[src/include/adc_port_defs.vh]
// Constants for the conversion result output port
// -----------------------------------------------------------------------------
// -----------------------------------------------------------------------------
`ifndef ADC_PORT_DEFS_VH
`define ADC_PORT_DEFS_VH

// -----------------------------------------------------------------------------
// Widths and buffering
// -----------------------------------------------------------------------------
`define RES_W 16
`define FIFO_DEPTH 8
`define FIFO_AW 3

// -----------------------------------------------------------------------------
// Register map and fields
// -----------------------------------------------------------------------------
`define REG_AW 4
`define REG_CTRL 4'h0
`define REG_STATUS 4'h4
`define CTRL_EN_BIT 0
`define CTRL_RST 1'b1
`define ST_PAR_VALID_BIT 0
`define ST_FRAME_BIT 1
`define ST_SERIAL_BIT 2
`define ST_COUNT_LSB 4

// -----------------------------------------------------------------------------
// Shared pin positions in serial mode
// -----------------------------------------------------------------------------
`define PIN_DIV_LO 2
`define PIN_DIV_HI 3
`define PIN_EXT 4
`define PIN_SYNC_POL 5
`define PIN_INV 6
`define PIN_RDC 7
`define PIN_SDO 8
`define PIN_SCLK 9
`define PIN_SYNC 10

// -----------------------------------------------------------------------------
// Internal serial clock timing
// -----------------------------------------------------------------------------
`define MCLK_NS 10
`define SCLK_PER0_NS 25
`define SCLK_PER1_NS 50
`define SCLK_PER2_NS 100
`define SCLK_PER3_NS 200
// Least period rounds up to whole mclk cycles
`define NS_TO_CYC(ns) (((ns) + `MCLK_NS - 1) / `MCLK_NS)
`define CYC_W 5

`endif

[src/hw/result_fifo.v]
// Result word FIFO with valid/ready on both sides
`timescale 1ns/1ps
module result_fifo #(
  parameter WIDTH = 16,
  parameter DEPTH = 8,
  parameter AW = 3
) (
  // Clock and reset
  input wire mclk,
  input wire resetn,
  // Fill side
  input wire [WIDTH-1:0] in_data,
  input wire in_valid,
  output wire in_ready,
  // Drain side
  output wire [WIDTH-1:0] out_data,
  output wire out_valid,
  input wire out_ready,
  // Fill level
  output reg [AW:0] count_q
);

  reg [WIDTH-1:0] mem [0:DEPTH-1];
  reg [AW-1:0] wr_q;
  reg [AW-1:0] rd_q;
  wire push;
  wire pop;

  // Full and empty follow the level counter
  assign in_ready = (count_q != DEPTH[AW:0]);
  assign out_valid = (count_q != {(AW+1){1'b0}});
  assign push = in_valid & in_ready;
  assign pop = out_valid & out_ready;
  assign out_data = mem[rd_q];

  // Storage has no reset; only the pointers and the level counter need a defined value
  always @(posedge mclk) begin
    if (push) begin
      mem[wr_q] <= in_data;
    end
  end

  // Pointers wrap at DEPTH, which may be any size up to 2**AW
  always @(posedge mclk) begin
    if (!resetn) begin
      wr_q <= {AW{1'b0}};
      rd_q <= {AW{1'b0}};
      count_q <= {(AW+1){1'b0}};
    end else begin
      if (push) begin
        wr_q <= (wr_q == DEPTH[AW-1:0] - 1'b1) ? {AW{1'b0}} : wr_q + 1'b1;
      end
      if (pop) begin
        rd_q <= (rd_q == DEPTH[AW-1:0] - 1'b1) ? {AW{1'b0}} : rd_q + 1'b1;
      end
      if (push & ~pop) begin
        count_q <= count_q + 1'b1;
      end else if (pop & ~push) begin
        count_q <= count_q - 1'b1;
      end
    end
  end

endmodule // result_fifo

[src/hw/serial_clk_gen.v]
// Internal serial clock generator with selectable period
`include "adc_port_defs.vh"
`timescale 1ns/1ps
module serial_clk_gen (
  // Clock and reset
  input wire mclk,
  input wire resetn,
  // Control
  input wire run,
  input wire [1:0] per_sel,
  // Generated clock
  output wire sclk_int,
  output wire fall_tick
);

  reg [`CYC_W-1:0] cnt_q;
  wire [`CYC_W-1:0] per;
  wire [`CYC_W-1:0] low_len;

  // Period in mclk cycles for each divide code
  // Cycle counts are worked out as integers and cut to the counter width on purpose
  function [`CYC_W-1:0] period_cyc;
    input [1:0] sel;
    integer cyc;
    begin
      case (sel)
        2'h0: cyc = `NS_TO_CYC(`SCLK_PER0_NS);
        2'h1: cyc = `NS_TO_CYC(`SCLK_PER1_NS);
        2'h2: cyc = `NS_TO_CYC(`SCLK_PER2_NS);
        default: cyc = `NS_TO_CYC(`SCLK_PER3_NS);
      endcase
      period_cyc = cyc[`CYC_W-1:0];
    end
  endfunction

  assign per = period_cyc(per_sel);
  // Low phase is the shorter half so the high phase never drops below spec
  assign low_len = per >> 1;
  assign sclk_int = run & (cnt_q >= low_len);
  assign fall_tick = run & (cnt_q == per - 1'b1);

  // Counter idles at zero so every frame starts with a full low phase
  always @(posedge mclk) begin
    if (!resetn || !run) begin
      cnt_q <= {`CYC_W{1'b0}};
    end else if (cnt_q == per - 1'b1) begin
      cnt_q <= {`CYC_W{1'b0}};
    end else begin
      cnt_q <= cnt_q + 1'b1;
    end
  end

endmodule // serial_clk_gen

[src/hw/result_output_port.v]
// Conversion result output port: parallel bus or serial port on shared pins
`include "adc_port_defs.vh"
`timescale 1ns/1ps
module result_output_port (
  // Clock and reset
  input wire mclk,
  input wire resetn,
  // Results from the conversion engine
  input wire [`RES_W-1:0] result_data,
  input wire result_valid,
  output wire result_ready,
  input wire conv_busy,
  // Static mode straps
  input wire byte_order_sel,
  input wire coding_sel,
  input wire interface_sel,
  // Shared data pins
  input wire [`RES_W-1:0] d_in,
  output reg [`RES_W-1:0] d_out_q,
  output reg [`RES_W-1:0] d_oe_q,
  // Parallel handshake with the host
  output wire par_valid,
  input wire par_ack,
  // Register port
  input wire [`REG_AW-1:0] reg_addr,
  input wire [31:0] reg_wdata,
  input wire reg_wr,
  input wire reg_rd,
  output reg [31:0] reg_rdata_q
);

  // ---------------------------------------------------------------------------
  // Declarations
  // ---------------------------------------------------------------------------
  localparam ST_IDLE = 1'b0;
  localparam ST_SHIFT = 1'b1;

  reg state_q;
  reg [`RES_W-1:0] shift_q;
  reg [3:0] bits_q;
  reg ext_sclk_q;
  reg [`RES_W-1:0] par_q;
  reg par_valid_q;
  reg en_q;
  reg [`RES_W-1:0] pin_d;
  reg [`RES_W-1:0] oe_d;

  wire [`RES_W-1:0] fifo_data;
  wire fifo_valid;
  wire fifo_pop;
  wire [`FIFO_AW:0] fifo_count;
  wire serial_mode;
  wire ext_clk;
  wire sync_pol;
  wire sclk_inv;
  wire rdc;
  wire chain_in;
  wire [1:0] div_code;
  wire read_after;
  wire [1:0] per_sel;
  wire sclk_int;
  wire fall_tick;
  wire ext_rise;
  wire ext_fall;
  wire update;
  wire start;
  wire par_load;
  wire last_bit;

  // ---------------------------------------------------------------------------
  // Mode decode from straps and shared pins
  // ---------------------------------------------------------------------------
  // Coding applied to a word: top bit flipped for two's complement
  function [`RES_W-1:0] code_word;
    input [`RES_W-1:0] w;
    input straight;
    begin
      code_word = {w[`RES_W-1] ^ ~straight, w[`RES_W-2:0]};
    end
  endfunction

  assign serial_mode = interface_sel;
  // Serial configuration pins are only meaningful as inputs in serial mode
  assign ext_clk = d_in[`PIN_EXT];
  assign sync_pol = d_in[`PIN_SYNC_POL];
  assign sclk_inv = d_in[`PIN_INV];
  assign rdc = d_in[`PIN_RDC];
  assign chain_in = d_in[`PIN_RDC];
  assign div_code = d_in[`PIN_DIV_HI:`PIN_DIV_LO];
  // Master read-after-convert is the only mode that honours the divider
  assign read_after = serial_mode & ~ext_clk & ~rdc;
  assign per_sel = read_after ? div_code : 2'h0;

  // ---------------------------------------------------------------------------
  // Result buffer
  // ---------------------------------------------------------------------------
  result_fifo #(
    .WIDTH(`RES_W),
    .DEPTH(`FIFO_DEPTH),
    .AW(`FIFO_AW)
  ) u_fifo (
    .mclk(mclk),
    .resetn(resetn),
    .in_data(result_data),
    .in_valid(result_valid),
    .in_ready(result_ready),
    .out_data(fifo_data),
    .out_valid(fifo_valid),
    .out_ready(fifo_pop),
    .count_q(fifo_count)
  );

  // ---------------------------------------------------------------------------
  // Serial clocking
  // ---------------------------------------------------------------------------
  serial_clk_gen u_clk (
    .mclk(mclk),
    .resetn(resetn),
    .run((state_q == ST_SHIFT) & ~ext_clk),
    .per_sel(per_sel),
    .sclk_int(sclk_int),
    .fall_tick(fall_tick)
  );

  // Host clock is taken as a synchronous input; remember last level for edges
  always @(posedge mclk) begin
    if (!resetn) begin
      ext_sclk_q <= 1'b0;
    end else begin
      ext_sclk_q <= d_in[`PIN_SCLK];
    end
  end

  assign ext_rise = d_in[`PIN_SCLK] & ~ext_sclk_q;
  assign ext_fall = ~d_in[`PIN_SCLK] & ext_sclk_q;
  // Update edge of the host clock follows the invert pin
  assign update = ext_clk ? (sclk_inv ? ext_fall : ext_rise) : fall_tick;
  assign last_bit = (bits_q == 4'hf);

  // ---------------------------------------------------------------------------
  // Serial frame sequencer
  // ---------------------------------------------------------------------------
  // Read-during-convert and host-clocked frames may start while busy; internal-clock read-after waits for idle
  assign start = (state_q == ST_IDLE) & serial_mode & en_q & fifo_valid &
    (ext_clk | rdc | ~conv_busy);
  assign par_load = ~serial_mode & en_q & fifo_valid & (~par_valid_q | par_ack);
  assign fifo_pop = start | par_load;

  // Word is shifted out top bit first; host chain data fills from below
  always @(posedge mclk) begin
    if (!resetn) begin
      state_q <= ST_IDLE;
      shift_q <= {`RES_W{1'b0}};
      bits_q <= 4'h0;
    end else begin
      case (state_q)
        ST_IDLE: begin
          if (start) begin
            state_q <= ST_SHIFT;
            shift_q <= code_word(fifo_data, coding_sel);
            bits_q <= 4'h0;
          end
        end
        ST_SHIFT: begin
          if (update) begin
            shift_q <= {shift_q[`RES_W-2:0], ext_clk & chain_in};
            bits_q <= bits_q + 4'h1;
            if (last_bit) begin
              state_q <= ST_IDLE;
            end
          end
        end
        default: begin
          state_q <= ST_IDLE;
        end
      endcase
    end
  end

  // ---------------------------------------------------------------------------
  // Parallel holding register
  // ---------------------------------------------------------------------------
  // A new load in the same cycle as the host's acknowledge keeps valid set
  always @(posedge mclk) begin
    if (!resetn) begin
      par_q <= {`RES_W{1'b0}};
      par_valid_q <= 1'b0;
    end else if (par_load) begin
      par_q <= code_word(fifo_data, coding_sel);
      par_valid_q <= 1'b1;
    end else if (par_ack || serial_mode) begin
      par_valid_q <= 1'b0;
    end
  end

  assign par_valid = par_valid_q;

  // ---------------------------------------------------------------------------
  // Pin multiplexing
  // ---------------------------------------------------------------------------
  // Next values for the registered pins; outputs lag the sequencer one cycle
  always @* begin
    pin_d = {`RES_W{1'b0}};
    oe_d = {`RES_W{1'b0}};
    if (!serial_mode) begin
      // All pins, including the shared ones, carry result bits
      oe_d = {`RES_W{1'b1}};
      if (byte_order_sel) begin
        pin_d = {par_q[7:0], par_q[15:8]};
      end else begin
        pin_d = par_q;
      end
    end else begin
      // Bits 0 and 1 float; configuration pins stay inputs
      oe_d[1:0] = 2'b00;
      oe_d[`PIN_SDO] = 1'b1;
      oe_d[`PIN_SYNC] = 1'b1;
      oe_d[`PIN_SCLK] = ~ext_clk;
      pin_d[`PIN_SDO] = (state_q == ST_SHIFT) & shift_q[`RES_W-1];
      pin_d[`PIN_SCLK] = sclk_int ^ sclk_inv;
      pin_d[`PIN_SYNC] = (state_q == ST_SHIFT) ^ sync_pol;
    end
  end

  // Pins come straight from flops to keep glitches off the host's clock
  always @(posedge mclk) begin
    if (!resetn) begin
      d_out_q <= {`RES_W{1'b0}};
      d_oe_q <= {`RES_W{1'b0}};
    end else begin
      d_out_q <= pin_d;
      d_oe_q <= oe_d;
    end
  end

  // ---------------------------------------------------------------------------
  // Register port
  // ---------------------------------------------------------------------------
  // Clearing enable lets a frame in flight finish; only new words are held back
  always @(posedge mclk) begin
    if (!resetn) begin
      en_q <= `CTRL_RST;
    end else if (reg_wr && reg_addr == `REG_CTRL) begin
      en_q <= reg_wdata[`CTRL_EN_BIT];
    end
  end

  // Read data stand only in the cycle after the strobe; unmapped reads give zero
  always @(posedge mclk) begin
    if (!resetn) begin
      reg_rdata_q <= 32'h0000_0000;
    end else begin
      reg_rdata_q <= 32'h0000_0000;
      if (reg_rd) begin
        case (reg_addr)
          `REG_CTRL: begin
            reg_rdata_q[`CTRL_EN_BIT] <= en_q;
          end
          `REG_STATUS: begin
            reg_rdata_q[`ST_PAR_VALID_BIT] <= par_valid_q;
            reg_rdata_q[`ST_FRAME_BIT] <= (state_q == ST_SHIFT);
            reg_rdata_q[`ST_SERIAL_BIT] <= serial_mode;
            reg_rdata_q[`ST_COUNT_LSB +: `FIFO_AW+1] <= fifo_count;
          end
          default: begin
            reg_rdata_q <= 32'h0000_0000;
          end
        endcase
      end
    end
  end

endmodule // result_output_port

[config.mk]
export PLATFORM = sky130hd
export DESIGN_NAME = result_output_port
export DESIGN_NICKNAME = d
export VERILOG_FILES = /design/src/hw/result_fifo.v /design/src/hw/serial_clk_gen.v /design/src/hw/result_output_port.v
export VERILOG_INCLUDE_DIRS = /design/src /design/src/include
export SDC_FILE = /design/constraint.sdc
export NUM_CORES = 1
export LEC_CHECK = 0
export CAP_MARGIN = 30
export CORE_UTILIZATION = 35
export DETAILED_ROUTE_END_ITERATION = 6
export DONT_BUFFER_PORTS = 1
export SYNTH_ARGS = -nofsm -noshare
export SYNTH_HDL_FRONTEND = slang
export SYNTH_SLANG_ARGS = --single-unit
export TNS_END_PERCENT = 1
[constraint.sdc]
create_clock -name mclk -period 9.63 [get_ports mclk]
set_clock_uncertainty 0.15 [all_clocks]
set_input_delay 1.4445 -clock mclk [delete_from_list [all_inputs] [get_ports mclk]]
set_output_delay 1.4445 -clock mclk [all_outputs]
set_load 0.01 [all_outputs]
Word level (Yosys, flattened, before mapping)
Memory sizes are Yosys's and may differ from the RTL's. A register that Yosys moved wholly into a read port is not among the register bits. Cells that the tools add are included.

Equal/unequal tests: 10. Add/subtract/negate cells: 7. Multiplexer cells: 31. Bitwise logic cells: 39. $lt $le $gt $ge: 1. Reduce and logical (&&, ||, !) cells: 15.

Operators by type and width (count): $mux 16 (3); $pmux 16 s2 (1); $and 1x1->1 (20); $mux 4 (4); $mux 3 (5); $pmux 5 s3 (1); $not 1->1 (12); $mux 1 (9); $add 4x1->4 const B (2); $pmux 4 s2 (1); $add 3x1->3 const B (2); $eq 3x3->1 const B (2); $mux 2 (3); $mux 6 (1); $add 5x1->5 const B (1); $eq 5x5->1 (1); $ge 5x4->1 (1); $mux 5 (1); $sub 5x1->5 const B (1); $eq 4x3->1 const B (1); $eq 4x4->1 const B (1); $logic_not 4->1 (1); $ne 4x4->1 const B (1); $or 1x1->1 (4); 16 further kinds (24).

Flip-flop bits (word level): 119. Bits of input ports: 78. Memories: 1. Memory bits (writable): 128. Word-level logic and storage cells: 121. Output and inout bits: 66.

Memories: u_fifo.mem (depth 8, width 16, rd ports 1, clocked after memory_dff 1, write ports 1, RTL line result_fifo.v:23) `reg [WIDTH-1:0] mem [0:DEPTH-1];`.

Depth between registers and ports, before layout
Depth in word-level cells: 12. Depth in mapped cells: 14. Depth with buffers taken out: 12.

Hierarchy
A second synthesis with hierarchy kept.

Cell total of the unflattened synthesis: 635. Area total of the unflattened synthesis: 9033.7 sq um.

By module, submodules not included: result_fifo (instances 1, seq. area each 4103.9 sq um, cells an instance 260, area an instance 5594.1 sq um); result_output_port (instances 1, seq. area each 1321.3 sq um, cells an instance 325, area an instance 3002.9 sq um); serial_clk_gen (instances 1, seq. area each 100.1 sq um, cells an instance 50, area an instance 436.7 sq um).

Worst setup path before layout
Ideal clock, no wire load.

Kind: input -> register. Start point: input port d_in[4]. End point: register u_fifo.count_q[3]. Library setup time: 70 ps. Buffers on the path: 3. Data required time: 9410 ps. Path slack: 5530 ps. Stages on the path: 14. Arrival: 3879 ps. Cells stage by stage: buf_2 nor2_1 a2111o_1 clkbuf_1 nor2b_1 clkbuf_1 ha_1 inv_1 ha_1 a21o_1 a21oi_1 xnor2_1 or3_1 a21oi_1.

Longest elaborated chain between the ends: 8. Elaborated cells between the ends (all ways): 10. Classes of those cells: 1 x mux; 8 x bitwise; 1 x reduce/logical.

RTL lines: start: declaration (RTL line result_output_port.v:18) `` input wire [`RES_W-1:0] d_in, ``; $or 1x1->1 (*) (2 in series) (RTL line result_output_port.v:145) `(ext_clk | rdc | ~conv_busy);`; $and 1x1->1 (*) (RTL line result_output_port.v:144) `assign start = (state_q == ST_IDLE) & serial_mode & en_q & fifo_valid &`; $or 1x1->1 (*) (RTL line result_output_port.v:147) `assign fifo_pop = start | par_load;`; $and 1x1->1 (*) (RTL line result_fifo.v:33) `assign pop = out_valid & out_ready;`; $not 1->1 (RTL line result_fifo.v:56) `if (push & ~pop) begin`; $and 1x1->1 (RTL line result_fifo.v:56); $mux 4 or $reduce_bool 2->1 (tied branches); end signal: assignment (RTL line result_fifo.v:48) `count_q <= {(AW+1){1'b0}};`; end signal: assignment (RTL line result_fifo.v:57) `count_q <= count_q + 1'b1;`; end signal: assignment (RTL line result_fifo.v:59) `count_q <= count_q - 1'b1;`; end: declaration (RTL line result_fifo.v:20) `output reg [AW:0] count_q`.

Every way passes the cells marked *; elsewhere a longest branch is shown, timed or not. A chain may end at the register's enable or synchronous reset.

Worst setup path after layout
Start point: register u_fifo.count_q[0]. End point: register u_fifo.count_q[3].

Longest elaborated chain between the ends: 8. Elaborated cells between the ends (all ways): 18. Classes of those cells: 2 x add/sub; 1 x eq/ne; 2 x mux; 11 x bitwise; 2 x reduce/logical.

RTL lines: $reduce_bool 4->1 (RTL line result_fifo.v:31) `assign out_valid = (count_q != {(AW+1){1'b0}});`; $and 1x1->1, on equally long branches (2 in series) (RTL line result_output_port.v:144, result_output_port.v:146); $or 1x1->1 (RTL line result_output_port.v:147); $and 1x1->1 (RTL line result_fifo.v:33); $not 1->1 (RTL line result_fifo.v:56); $and 1x1->1 (RTL line result_fifo.v:56); $mux 4 or $reduce_bool 2->1 (tied branches).

Several ways; a longest one is shown, not always the timed one. The select of a mux whose other input is x is not followed.

==> flow_metrics.tcl <==
set metrics [dict create \
    fp.dieH_um 160.0 \
    start_kind "flip-flop" \
    fin_setup_tns_ns 0 \
    drv_slew 0 \
    avgViaCountPerCell 5.066 \
    nFillCells 2245 \
    p_leak_nw 3.292 \
    power.density_nw_per_um2 249.6 \
    numCtsBuffers 23 \
    synth.distinct_cells 53 \
    n_antenna_cell 0 \
    hpwl_um 11420 \
    cp.required_ns 9.91 \
    synth_area_per_cell_um2 13.71 \
    hold_buffers 0 \
    grt_pass1_wl_um 26900 \
    dieWidth_um 160.0 \
    io_pins 144 \
    firstDrtPassIters 5 \
    async_flop_share_pct 0 \
    rsz0062_at_grt "no" \
    syn-cell-area_um2 8732 \
    hold_viol_final 0 \
    syn_inst 637 \
    setup_slack_ns 5.603 \
    post-route-min-period_ns 4.027 \
    initial_core_util_pct 35.80 \
    groute.usage.overall_pct 13.50 \
    end_kind "flip-flop" \
    placementRows 57 \
    vias 4899 \
    cts_setup_buffers 0 \
    yosys_warnings 0 \
    min_path_cells 2 \
    layout.nets 720 \
    ir_drop_mv 0.1240 \
    min_path_type "reg -> reg" \
    post-route-period-util_pct 41.82 \
    synth-edff-count 128 \
    overflow 0 \
    portBuffers 0 \
    ant_nets 0 \
    core_area_um2 24390 \
    slew_headroom_pct 39.83 \
    antenna_found_initial 0 \
    wire_per_inst_um 17.77 \
    synthToLayoutAreaGrowth_pct 11.82 \
    max_cap_viol_count 0 \
    arrival_ns 4.31 \
    ys_seq_area_share_pct 63.28 \
    synth_seq_cells 212 \
    drtIter0Drc 393 \
    synth_ff_type "edfxtp_1" \
    worst_pin_slew_ns 0.8908 \
    die_area_um2 25580 \
    drive_gt1_share_pct 15.24 \
    cts.clk_slew.worst_paths_ns 0.06 \
    wl_um 17190 \
    drc 0 \
    max_freq_mhz 248.3 \
    grt_max_degree 54 \
    place_ws_ns 5.269 \
    clock_sinks 212 \
    path_max_fanout 53 \
    ctsResizeCount 0 \
    cts_max_path_buffers 3 \
    ctsHtreeMaxLevel 1 \
    worst-setup-path-type "reg -> reg" \
    gp_congestion 0.7237 \
    root_buffer "clkbuf_16" \
    setup_viol 0 \
    status "complete, no violations" \
    grt_pass1_vias 4850 \
    cts_tree "built" \
    r2r.worst_path.cells 12 \
    insertion_delay_ns 0.50 \
]
## state kept, by name (all words and copies together) (netlist names), 3 cells and up, named ones only
| signal | cells |
|---|---|
| u_fifo.rd_q | 3 |
| d_out_q | 16 |
| d_oe_q | 3 |
| u_fifo.count_q | 4 |
| reg_rdata_q | 7 |
| par_q | 16 |
| shift_q | 16 |
| u_clk.cnt_q | 5 |
| bits_q | 4 |
| u_fifo.mem | 128 |
| u_fifo.wr_q | 3 |
## final timing paths
| check | startpoint | end | slack [ns] |
|---|---|---|---|
| hold reg to reg | shift_q[13] | shift_q[14] | 0.32 |
| setup / recovery | u_fifo.count_q[0] | u_fifo.count_q[3] | 5.60 |
| setup reg to reg | u_fifo.count_q[0] | u_fifo.count_q[3] | 5.60 |
| hold / removal | shift_q[13] | shift_q[14] | 0.32 |
## Yosys cell counts (13+ instances only)
cell type | n | area share (%)
edfxtp_1 | 128 | 44
dfxtp_1 | 84 | 19
nor2_1 | 56 | 2.4
buf_4 | 39 | 3.4
mux2i_1 | 36 | 4.1
nand2_1 | 33 | 1.4
mux4_2 | 32 | 8.3
a21oi_1 | 27 | 1.5
clkbuf_1 | 25 | 1.1
a211oi_1 | 19 | 1.6
a31oi_1 | 18 | 1.3
o21ai_0 | 18 | 1.0
nand3b_1 | 16 | 1.4
ha_1 | 13 | 1.9
## per-layer routing
layer,GRT usage (%),share of wire [%],vias to the layer above
met5,0,0,-
met4,3.463,1.7,0
met3,3.714,6.8,27
met2,22.41,48,163
met1,17.37,43,2397
li1,-,-,2312
## final cells by class
cell class / count / area, um^2 / share of cell area, %
sequential: 212 / 5528 / 56.61
multi-input combinational: 368 / 2904 / 29.74
clock buffer: 31 / 656.9 / 6.727
tap: 324 / 405.4 / 4.152
timing repair buffer: 15 / 190.2 / 1.948
clock inverter: 9 / 50.05 / 0.5126
inverter: 8 / 30.03 / 0.3075
## worst max-delay path, stage by stage (launching register included)
cell and delay, ns:
dfxtp_1 0.38, o41ai_1 0.85, a2111o_1 0.21, buf_4 0.41, nor2b_1 0.44, ha_1 0.26
inv_1 0.09, ha_1 0.29, a21o_1 0.17, a21oi_1 0.17, xnor2_1 0.09, or3_1 0.30
a21oi_1 0.14
## cell families (layout without fill, tap and decap cells)
kind of cell | count (synthesis) | in the layout | share of synthesized area [%]
other | 1 | 25 | 0.04294
buffers and inverters | 81 | 63 | 5.230
adders and majority gates | 14 | 14 | 2.092
muxes | 69 | 69 | 12.51
DFF | 212 | 212 | 63.28
and+or+nand+nor | 152 | 152 | 8.726
xor gates and xnor gates | 8 | 8 | 0.8023
AOI/OAI and AO/OA | 100 | 100 | 7.322
## power by group
part	leakage (nW)	switching [mW]	internal, mW
sequential	1.85	0.0754	1.06
clock	0.353	0.336	0.477
combinational	1.09	0.270	0.220
## per-stage QoR
step / utilization (%) / hold WS, ns / total power, mW / cell area, um^2 / instances
after CTS: 40.03 / 0.3247 / 2.465 / 9764 / 967
after global placement: 36.60 / 0.3075 / 1.625 / 8927 / 920
after detailed placement: 37.13 / 0.3151 / 1.651 / 9057 / 927
final: 40.03 / 0.3248 / 2.437 / 9764 / 967
after global routing: 40.03 / 0.3558 / 2.561 / 9764 / 967
after floorplan: - / 0.2866 / 1.532 / 8822 / 661
## cell usage in the layout (no fill, tap or decap), drive strengths merged, types with 2 or more instances in the layout
cell    synthesis  final
clkinv          0      8
xor2            4      4
a211oi         19     19
a21oi          27     27
dfxtp          84     84
nor2           56     56
nand3           7      7
conb            1     25
mux2i          36     36
inv             8      9
nand2b          5      5
mux4           32     32
or2             2      2
nor3b           3      3
o21a            2      2
o41a            2      2
or3             2      2
nor3           10     10
ha             13     13
o21ai          18     18
o22ai           2      2
nand2          34     34
o41ai           2      2
and2            6      6
clkbuf         25     31
and3            2      2
xnor2           4      4
buf            48     15
a21o            4      4
edfxtp        128    128
nand3b         16     16
a31oi          18     18
No activity file was read; power rests on OpenSTA's default activity.
